$ cat src/pcep_defines.svh
// constants for the printer character entry path
// ==========================================================
// Operation
// - flag a key code as invalid when two or more keys are down
// - drop invalid key codes; never hand them to the serialiser
// - with exactly one key down, pass its ascii code to the serialiser
// - serialiser shifts one bit per bit-rate period of PCEP_BIT_CYC system clocks
// - frame with start bit, parity, then one or two stop bits
// - deserialiser takes internal or remote line serial data
// - deserialiser classifies each character as printing or control
// - control characters are not stored; only LF, CR and BEL raise control strobes
// - printing characters are written into character memory
// - column count is stored in column memory with each write
// - bit eight set for printing characters after a pending line feed
// - all clocks derive from one oscillator by digital division
`ifndef PCEP_DEFINES_SVH
`define PCEP_DEFINES_SVH
`define PCEP_OSC_HZ 10000000
`define PCEP_BAUD_HZ 9600
`define PCEP_BIT_CYC (`PCEP_OSC_HZ / `PCEP_BAUD_HZ)
`define PCEP_HALF_CYC (`PCEP_BIT_CYC / 2)
`define PCEP_NKEYS 96
`define PCEP_KEY_BASE 7'h20
`define PCEP_COL_W 7
`define PCEP_MEM_DEPTH 128
`define PCEP_FIFO_DEPTH 16
`define PCEP_CH_LF 7'h0a
`define PCEP_CH_CR 7'h0d
`define PCEP_CH_BEL 7'h07
`define PCEP_CH_DEL 7'h7f
`define PCEP_CH_SP 7'h20
`endif

$ cat src/pcep_pkg.sv
// types for the printer character entry path
package pcep_pkg;
	typedef enum logic [1:0] {
		PCEP_TX_IDLE = 2'b00,
		PCEP_TX_SHIFT = 2'b01,
		PCEP_TX_STOP = 2'b10
	} pcep_tx_t;
	typedef enum logic [1:0] {
		PCEP_RX_IDLE = 2'b00,
		PCEP_RX_START = 2'b01,
		PCEP_RX_DATA = 2'b10,
		PCEP_RX_STOP = 2'b11
	} pcep_rx_t;
endpackage

$ cat src/pcep_fifo.sv
// small valid/ready fifo for incoming characters
module pcep_fifo #(
	parameter int WIDTH = 7,
	parameter int DEPTH = 16
) (
	input wire logic sys_clk_i,
	input wire logic rst_i,
	input wire logic in_valid_i,
	output logic in_ready_o,
	input wire logic [WIDTH-1:0] in_data_i,
	output logic out_valid_o,
	input wire logic out_ready_i,
	output logic [WIDTH-1:0] out_data_o
);
	localparam int AW = $clog2(DEPTH);
	logic [WIDTH-1:0] mem [DEPTH];
	logic [AW-1:0] wr_ptr;
	logic [AW-1:0] rd_ptr;
	logic [AW:0] count;
	wire push = in_valid_i && (count != (AW+1)'(DEPTH));
	wire pop = out_ready_i && (count != '0);
	assign in_ready_o = (count != (AW+1)'(DEPTH));
	assign out_valid_o = (count != '0);
	assign out_data_o = mem[rd_ptr];
	always_ff @(posedge sys_clk_i) begin
		if (push)
			mem[wr_ptr] <= in_data_i;
	end
	always_ff @(posedge sys_clk_i) begin
		if (rst_i) begin
			wr_ptr <= '0;
			rd_ptr <= '0;
			count <= '0;
		end else begin
			if (push)
				wr_ptr <= wr_ptr + 1'b1;
			if (pop)
				rd_ptr <= rd_ptr + 1'b1;
			count <= count + (AW+1)'(push) - (AW+1)'(pop);
		end
	end
endmodule

$ cat src/pcep_entry.sv
// character entry path: keys, serialiser, deserialiser, memory write
`include "pcep_defines.svh"
module pcep_entry (
	input wire logic sys_clk_i,
	input wire logic rst_i,
	input wire logic [`PCEP_NKEYS-1:0] key_down_i,
	input wire logic odd_parity_i,
	input wire logic two_stop_i,
	input wire logic remote_sel_i,
	input wire logic remote_rx_i,
	input wire logic lf_done_i,
	input wire logic mem_ready_i,
	output logic line_tx_o,
	output logic key_invalid_o,
	output logic key_busy_o,
	output logic mem_we_o,
	output logic [7:0] char_data_o,
	output logic [`PCEP_COL_W-1:0] col_data_o,
	output logic [`PCEP_COL_W-1:0] mem_addr_o,
	output logic ctl_lf_o,
	output logic ctl_cr_o,
	output logic ctl_bel_o,
	output logic parity_err_o,
	output logic frame_err_o
);
	import pcep_pkg::*;
	// ==========================================================
	// helpers
	function automatic logic par_bit(input logic [6:0] d, input logic odd);
		par_bit = (^d) ^ odd;
	endfunction
	localparam int BITC = `PCEP_BIT_CYC;
	localparam int HALFC = `PCEP_HALF_CYC;
	// ==========================================================
	// key sense: count pressed keys and encode one
	logic [6:0] key_cnt;
	logic [6:0] key_code;
	always_comb begin
		key_cnt = '0;
		key_code = '0;
		for (int i = 0; i < `PCEP_NKEYS; i++) begin
			if (key_down_i[i]) begin
				key_cnt = key_cnt + 7'h01;
				key_code = `PCEP_KEY_BASE + 7'(i);
			end
		end
	end
	wire multi_key = key_cnt > 7'h01;
	wire one_key = key_cnt == 7'h01;
	logic key_held;
	// a held key sends once; release re-arms
	wire key_take = one_key && !key_held && !key_busy_o;
	logic [6:0] tx_hold;
	logic tx_pend;
	pcep_tx_t tx_st;
	always_ff @(posedge sys_clk_i) begin
		if (rst_i) begin
			key_held <= 1'b0;
			key_invalid_o <= 1'b0;
			tx_hold <= '0;
			tx_pend <= 1'b0;
		end else begin
			key_invalid_o <= multi_key;
			if (key_cnt == 7'h00)
				key_held <= 1'b0;
			else if (key_take || multi_key)
				key_held <= 1'b1;
			if (key_take) begin
				tx_hold <= key_code;
				tx_pend <= 1'b1;
			end else if (tx_st == PCEP_TX_IDLE && tx_pend)
				tx_pend <= 1'b0;
		end
	end
	// ==========================================================
	// serialiser, bit timer divided from the system clock
	logic [15:0] tx_tmr;
	logic [3:0] tx_idx;
	logic [8:0] tx_sh;
	wire tx_tick = tx_tmr == 16'(BITC - 1);
	wire [3:0] tx_stops = two_stop_i ? 4'h2 : 4'h1;
	always_ff @(posedge sys_clk_i) begin
		if (rst_i) begin
			tx_st <= PCEP_TX_IDLE;
			tx_tmr <= '0;
			tx_idx <= '0;
			tx_sh <= '1;
			line_tx_o <= 1'b1;
			key_busy_o <= 1'b0;
		end else begin
			key_busy_o <= tx_pend || tx_st != PCEP_TX_IDLE;
			tx_tmr <= (tx_st == PCEP_TX_IDLE || tx_tick) ? '0 : tx_tmr + 16'h0001;
			unique case (tx_st)
				PCEP_TX_IDLE: begin
					if (tx_pend) begin
						// start bit, then data lsb first, then parity
						line_tx_o <= 1'b0;
						tx_sh <= {par_bit(tx_hold, odd_parity_i), tx_hold};
						tx_idx <= '0;
						tx_st <= PCEP_TX_SHIFT;
					end
				end
				PCEP_TX_SHIFT: begin
					if (tx_tick) begin
						line_tx_o <= (tx_idx == 4'h8) ? 1'b1 : tx_sh[0];
						tx_sh <= {1'b1, tx_sh[8:1]};
						tx_idx <= tx_idx + 4'h1;
						if (tx_idx == 4'h8) begin
							tx_idx <= '0;
							tx_st <= PCEP_TX_STOP;
						end
					end
				end
				PCEP_TX_STOP: begin
					if (tx_tick) begin
						tx_idx <= tx_idx + 4'h1;
						if (tx_idx + 4'h1 == tx_stops)
							tx_st <= PCEP_TX_IDLE;
					end
				end
				default: tx_st <= PCEP_TX_IDLE;
			endcase
		end
	end
	// ==========================================================
	// deserialiser, source is keyboard loop or remote line
	wire rx_line = remote_sel_i ? remote_rx_i : line_tx_o;
	pcep_rx_t rx_st;
	logic [15:0] rx_tmr;
	logic [3:0] rx_idx;
	logic [7:0] rx_sh;
	logic fifo_ready;
	logic rx_push;
	logic [6:0] rx_char;
	always_ff @(posedge sys_clk_i) begin
		if (rst_i) begin
			rx_st <= PCEP_RX_IDLE;
			rx_tmr <= '0;
			rx_idx <= '0;
			rx_sh <= '0;
			rx_push <= 1'b0;
			rx_char <= '0;
			parity_err_o <= 1'b0;
			frame_err_o <= 1'b0;
		end else begin
			rx_push <= rx_push && !fifo_ready;
			rx_tmr <= rx_tmr + 16'h0001;
			unique case (rx_st)
				PCEP_RX_IDLE: begin
					rx_tmr <= '0;
					if (!rx_line)
						rx_st <= PCEP_RX_START;
				end
				PCEP_RX_START: begin
					if (rx_tmr == 16'(HALFC - 1)) begin
						rx_tmr <= '0;
						rx_idx <= '0;
						rx_st <= rx_line ? PCEP_RX_IDLE : PCEP_RX_DATA;
					end
				end
				PCEP_RX_DATA: begin
					if (rx_tmr == 16'(BITC - 1)) begin
						rx_tmr <= '0;
						rx_sh <= {rx_line, rx_sh[7:1]};
						rx_idx <= rx_idx + 4'h1;
						if (rx_idx == 4'h7)
							rx_st <= PCEP_RX_STOP;
					end
				end
				PCEP_RX_STOP: begin
					if (rx_tmr == 16'(BITC - 1)) begin
						rx_st <= PCEP_RX_IDLE;
						frame_err_o <= !rx_line;
						parity_err_o <= rx_sh[7] != par_bit(rx_sh[6:0], odd_parity_i);
						if (rx_line && rx_sh[7] == par_bit(rx_sh[6:0], odd_parity_i)) begin
							rx_push <= 1'b1;
							rx_char <= rx_sh[6:0];
						end
					end
				end
				default: rx_st <= PCEP_RX_IDLE;
			endcase
		end
	end
	// ==========================================================
	// buffer between line and memory; memory stalls hold characters in it
	logic q_valid;
	logic [6:0] q_char;
	wire q_take = q_valid && mem_ready_i;
	pcep_fifo #(.WIDTH(7), .DEPTH(`PCEP_FIFO_DEPTH)) u_fifo (
		.sys_clk_i(sys_clk_i),
		.rst_i(rst_i),
		.in_valid_i(rx_push),
		.in_ready_o(fifo_ready),
		.in_data_i(rx_char),
		.out_valid_o(q_valid),
		.out_ready_i(mem_ready_i),
		.out_data_o(q_char)
	);
	// ==========================================================
	// classify and enter
	wire is_ctrl = (q_char < `PCEP_CH_SP) || (q_char == `PCEP_CH_DEL);
	logic lf_pend;
	logic [`PCEP_COL_W-1:0] col_cnt;
	always_ff @(posedge sys_clk_i) begin
		if (rst_i) begin
			lf_pend <= 1'b0;
			col_cnt <= '0;
			mem_we_o <= 1'b0;
			char_data_o <= '0;
			col_data_o <= '0;
			mem_addr_o <= '0;
			ctl_lf_o <= 1'b0;
			ctl_cr_o <= 1'b0;
			ctl_bel_o <= 1'b0;
		end else begin
			mem_we_o <= q_take && !is_ctrl;
			ctl_lf_o <= q_take && q_char == `PCEP_CH_LF;
			ctl_cr_o <= q_take && q_char == `PCEP_CH_CR;
			ctl_bel_o <= q_take && q_char == `PCEP_CH_BEL;
			// set wins over the done clear
			if (q_take && q_char == `PCEP_CH_LF)
				lf_pend <= 1'b1;
			else if (lf_done_i)
				lf_pend <= 1'b0;
			if (q_take && q_char == `PCEP_CH_CR)
				col_cnt <= '0;
			if (q_take && !is_ctrl) begin
				char_data_o <= {lf_pend, q_char};
				col_data_o <= col_cnt;
				mem_addr_o <= col_cnt;
				col_cnt <= col_cnt + 1'b1;
			end
		end
	end
	// ==========================================================
	// checks
	a_multi_blocked: assert property (@(posedge sys_clk_i) disable iff (rst_i)
		multi_key |-> !key_take) else $error("multi key sent");
	a_invalid_flag: assert property (@(posedge sys_clk_i) disable iff (rst_i)
		multi_key |=> key_invalid_o) else $error("invalid not flagged");
	a_key_loaded: assert property (@(posedge sys_clk_i) disable iff (rst_i)
		key_take |=> tx_pend && tx_hold == $past(key_code)) else $error("key lost");
	a_start_bit: assert property (@(posedge sys_clk_i) disable iff (rst_i)
		tx_st == PCEP_TX_IDLE && tx_pend |=> !line_tx_o) else $error("no start");
	a_bit_period: assert property (@(posedge sys_clk_i) disable iff (rst_i)
		tx_st == PCEP_TX_SHIFT && !tx_tick |=> $stable(line_tx_o)) else $error("bit glitch");
	a_ctrl_nostore: assert property (@(posedge sys_clk_i) disable iff (rst_i)
		q_take && is_ctrl |=> !mem_we_o) else $error("control stored");
	a_print_store: assert property (@(posedge sys_clk_i) disable iff (rst_i)
		q_take && !is_ctrl |=> mem_we_o && char_data_o[6:0] == $past(q_char)) else $error("print lost");
	a_col_store: assert property (@(posedge sys_clk_i) disable iff (rst_i)
		q_take && !is_ctrl |=> col_data_o == $past(col_cnt)) else $error("column wrong");
	a_lf_bit8: assert property (@(posedge sys_clk_i) disable iff (rst_i)
		q_take && !is_ctrl |=> char_data_o[7] == $past(lf_pend)) else $error("bit8 wrong");
	a_col_incr: assert property (@(posedge sys_clk_i) disable iff (rst_i)
		q_take && !is_ctrl |=> col_cnt == $past(col_cnt) + 1'b1) else $error("col stuck");
	c_key_sent: cover property (@(posedge sys_clk_i) key_take);
	c_multi: cover property (@(posedge sys_clk_i) multi_key);
	c_print: cover property (@(posedge sys_clk_i) mem_we_o && char_data_o[7]);
	c_lf: cover property (@(posedge sys_clk_i) ctl_lf_o);
endmodule

$ cat config.mk
export PLATFORM = sky130hd
export DESIGN_NAME = pcep_entry
export DESIGN_NICKNAME = d
export VERILOG_FILES = /design/src/pcep_pkg.sv /design/src/pcep_fifo.sv /design/src/pcep_entry.sv
export VERILOG_INCLUDE_DIRS = /design/src
export SDC_FILE = /design/constraint.sdc
export NUM_CORES = 1
export LEC_CHECK = 0
export BUFFER_PORTS_ARGS = -buffer_cell sky130_fd_sc_hd__buf_2
export CORE_MARGIN = 2
export CORE_UTILIZATION = 30
export CTS_BUF_LIST = sky130_fd_sc_hd__clkbuf_4
export CTS_CLUSTER_SIZE = 40
export DETAILED_ROUTE_END_ITERATION = 6
export GPL_TIMING_DRIVEN = 1
export SETUP_SLACK_MARGIN = 0.05
export SKIP_LAST_GASP = 1
export SYNTH_ARGS = -nofsm -noshare
export SYNTH_HDL_FRONTEND = slang
export SYNTH_HIERARCHICAL = 1
export SYNTH_SLANG_ARGS = --single-unit
$ cat constraint.sdc
create_clock -name sys_clk_i -period 116.2 [get_ports sys_clk_i]
set_input_delay 11.62 -clock sys_clk_i [delete_from_list [all_inputs] [get_ports sys_clk_i]]
set_output_delay 11.62 -clock sys_clk_i [all_outputs]
set_load 0.01 [all_outputs]
==> impl_metrics.csv <==
group,metric,value,unit
detailed_routing,postRouteAntennaNets,0,
yosys,yosysWarnings,6,
clock_tree,cts.clk_slew.worst_paths,60,ps
yosys,synthArstFlopShare,0,%
critical_path,path_class,"in2reg",
yosys,synth_area_leader_cell,"xnor2_1",
critical_path,startpoint,"key_down_i[0]",
worst_hold_path,hp-class,"reg2reg",
critical_path,cp.depth,307,
outcome,violations,"design-rule violations",
detailed_routing,finalWirelength,87200,um
critical_path,startpoint_type,"input pin",
sta,tightest_slew,1180,ps
yosys,yosys-top-cells-count,"nand2_1 (427), xnor2_1 (386), nor2_1 (358)",
detailed_routing,vias_per_cell,5.30,
clock_tree,cts_setup_buffers,0,
yosys,seq_area_frac_synth,18.6,%
floorplanning,pin_count,135,
clock_tree,cts-root-buf,"clkbuf_4",
layout,area_growth,7.94,%
outcome,status,"complete, but fails checks",
yosys,netlist.area_leader.share,10.6,%
yosys,avgSynthCellArea,7.86,sq um
sta,final.setup_skew,36.4,ps
critical_path,slowest_stage,"a2111oi_1",
detailed_routing,route.detailed.drc,2,
global_routing,track_usage,15.5,%
critical_path,crit_family,"compound AO/OA/AOI/OAI gates",
floorplanning,die_h,329,um
sta,rsz0062_at_grt,"no",
critical_path,rr_worst_depth,11,
clock_tree,htreeDepth,2,
worst_hold_path,hp-start,"char_data_o[1]",
yosys,synthTopCellsByArea,"xnor2_1 (11%), edfxtp_1 (11%), dfxtp_1 (8.0%), nand2_1 (5.0%), xor2_1 (5.0%)",
sta,maxSlewViolCount,0,
detailed_routing,drt-initial-drc-count,1747,
critical_path,rrSetupSlack,112600,ps
placement,dpl.hpwl,69200,um
clock_tree,cts_buffer_depth,3,
floorplanning,die_w,329,um
critical_path,worstSetupEndpointType,"register",
global_routing,grt_max_degree,68,
worst_hold_path,whs_path_depth,2,
floorplanning,start_util,30.2,%
global_routing,grt.overflow.total,0,
critical_path,crit_arrival,72330,ps
yosys,ys.flop_type,"dfxtp_1",
critical_path,worstPathMaxFanout,12,
critical_path,cpPeakStageDelay,640,ps
worst_hold_path,holdPathEnd,"char_data_o[1]",
layout,drive_above_1_share,9.62,%
clock_tree,cts_buffers,61,
global_routing,grt_pass1_vias,27100,
layout,nFillCells,11300,
floorplanning,coreArea,0.105,sq mm
global_routing,grt_pass1_wl,141000,um
yosys,synthCells,4042,
sta,setup_viol,0,
sta,slew_headroom,21.0,%
detailed_routing,wl_per_cell,15.8,um
critical_path,cp_num_buf_inv,19,
placement,place.gp.congestion,0.907,
critical_path,cp_data_required_time,116760,ps
yosys,netlist_area,0.0318,sq mm
yosys,synth_edf_count,112,
job,drv_cap,0,
clock_tree,cts_tree,"yes",
sta,hold_violations,0,
sta,finalSetupTns,0,ps
yosys,synth_fp_nets,4266,
yosys,ys_types,120,
clock_tree,clock_sinks,239,
global_routing,antenna_found_initial,16,
floorplanning,row_count,119,
sta,fin_crit_sh,61.8,%
critical_path,r2r_end,"col_cnt[4]",
sta,max_clock_freq,13.9,MHz
yosys,synth_seq_cells,239,
sta,period_minus_slack,71770,ps
clock_tree,hold_buffers,0,
layout,nNetsFinal,4284,
detailed_routing,vias,29200,
yosys,yosysMostFrequentCell,"nand2_1",
clock_tree,clock_latency,680,ps
detailed_routing,dr.pass1.iters,7,
clock_tree,cts-resized-gates,0,
critical_path,cpMostUsedCell,"ha_1",
floorplanning,dieArea,0.109,sq mm
placement,io_buffers,134,
-- layer usage --
| layer | vias up | GRT usage (%) | part of all wire, % |
|---|---|---|---|
| met1 | 13700 | 21.2 | 47 |
| met2 | 620 | 26.2 | 47 |
| met3 | 93 | 1.83 | 4.6 |
| met5 | - | 0 | 0.053 |
| met4 | 8 | 2.92 | 1.3 |
| li1 | 14700 | - | - |
-- final cells by class --
cell class	instances	area, sq um	share of cell area (%)
antenna	10	25.0	0.0730
clock buffer	105	788	2.30
clock inverter	6	23.8	0.0693
inverter	187	702	2.05
multi-input combinational	3419	24300	70.9
sequential	239	5910	17.2
tap	1391	1740	5.08
timing repair buffer	152	808	2.36
-- per-stage QoR --
stage	setup slack [ps]	hold WS, ps	util, %	instances	instance area, sq um
global route	39080	474	32.6	5504	34300
finish	44430	452	32.6	5509	34300
CTS	44940	456	32.6	5499	34300
detailed placement	44380	441	31.8	5388	33500
floorplan	51800	426	-	4042	31800
global placement	45630	432	31.8	5388	33500
-- layout by cell type, fill, tap and decap left out, types with 61 or more instances in the layout --
| cell type | Yosys | layout |
|---|---|---|
| nand4_1 | 61 | 61 |
| inv_1 | 177 | 177 |
| o21ai_0 | 190 | 190 |
| nand3_1 | 172 | 172 |
| edfxtp_1 | 112 | 112 |
| nor2_1 | 358 | 358 |
| nor3_1 | 101 | 101 |
| buf_2 | 19 | 133 |
| clkbuf_4 | 0 | 105 |
| xor2_1 | 183 | 183 |
| xnor2_1 | 386 | 386 |
| a21oi_1 | 236 | 236 |
| ha_1 | 119 | 119 |
| nand2_1 | 427 | 427 |
| dfxtp_1 | 127 | 127 |
| mux2i_1 | 82 | 82 |
-- sequential cells by signal (all words and copies together), names as in the netlist, 5 cells and up, named ones only --
signal        flops
col_cnt           7
rx_tmr           16
tx_hold           7
mem_addr_o        7
rx_sh             8
tx_sh             9
tx_tmr           16
rx_char           7
u_fifo/mem      112
char_data_o       8
u_fifo/count      5
-- logic make-up (layout without fill, tap and decap cells) --
logic type                 after synthesis  count (layout)  share of synthesized area [%]
AOI/OAI and AO/OA                      923             923                           19.2
xor gates and xnor gates               663             663                           22.0
adders and majority gates              123             123                           4.84
buffers and inverters                  384             450                           4.99
DFF                                    239             239                           18.6
muxes                                  136             136                           5.78
other                                    0              10                              0
and+or+nand+nor                       1574            1574                           24.6
-- how the worst max path moves through the flow --
stage	endpoint	slack, ps
5_1_grt	tx_hold[3]	39080
4_1_cts	tx_hold[3]	44940
3_5_place_dp	tx_hold[6]	44380
3_3_place_gp	tx_hold[4]	45630
2_1_floorplan	tx_hold[2]	51800
6_report	tx_hold[6]	44430
-- worst reg2reg max path: cells and delay by family, from the launching register on --
| kind | cells | cell delay [ps] |
|---|---|---|
| muxes | 1 | 700 |
| and+or+nand+nor | 5 | 810 |
| DFF | 1 | 310 |
| AOI/OAI and AO/OA | 4 | 1220 |
| buffers and inverters | 1 | 420 |
Power is not shown: default switching activity piles up to over one toggle a cycle in this logic, so the estimate is an artifact.
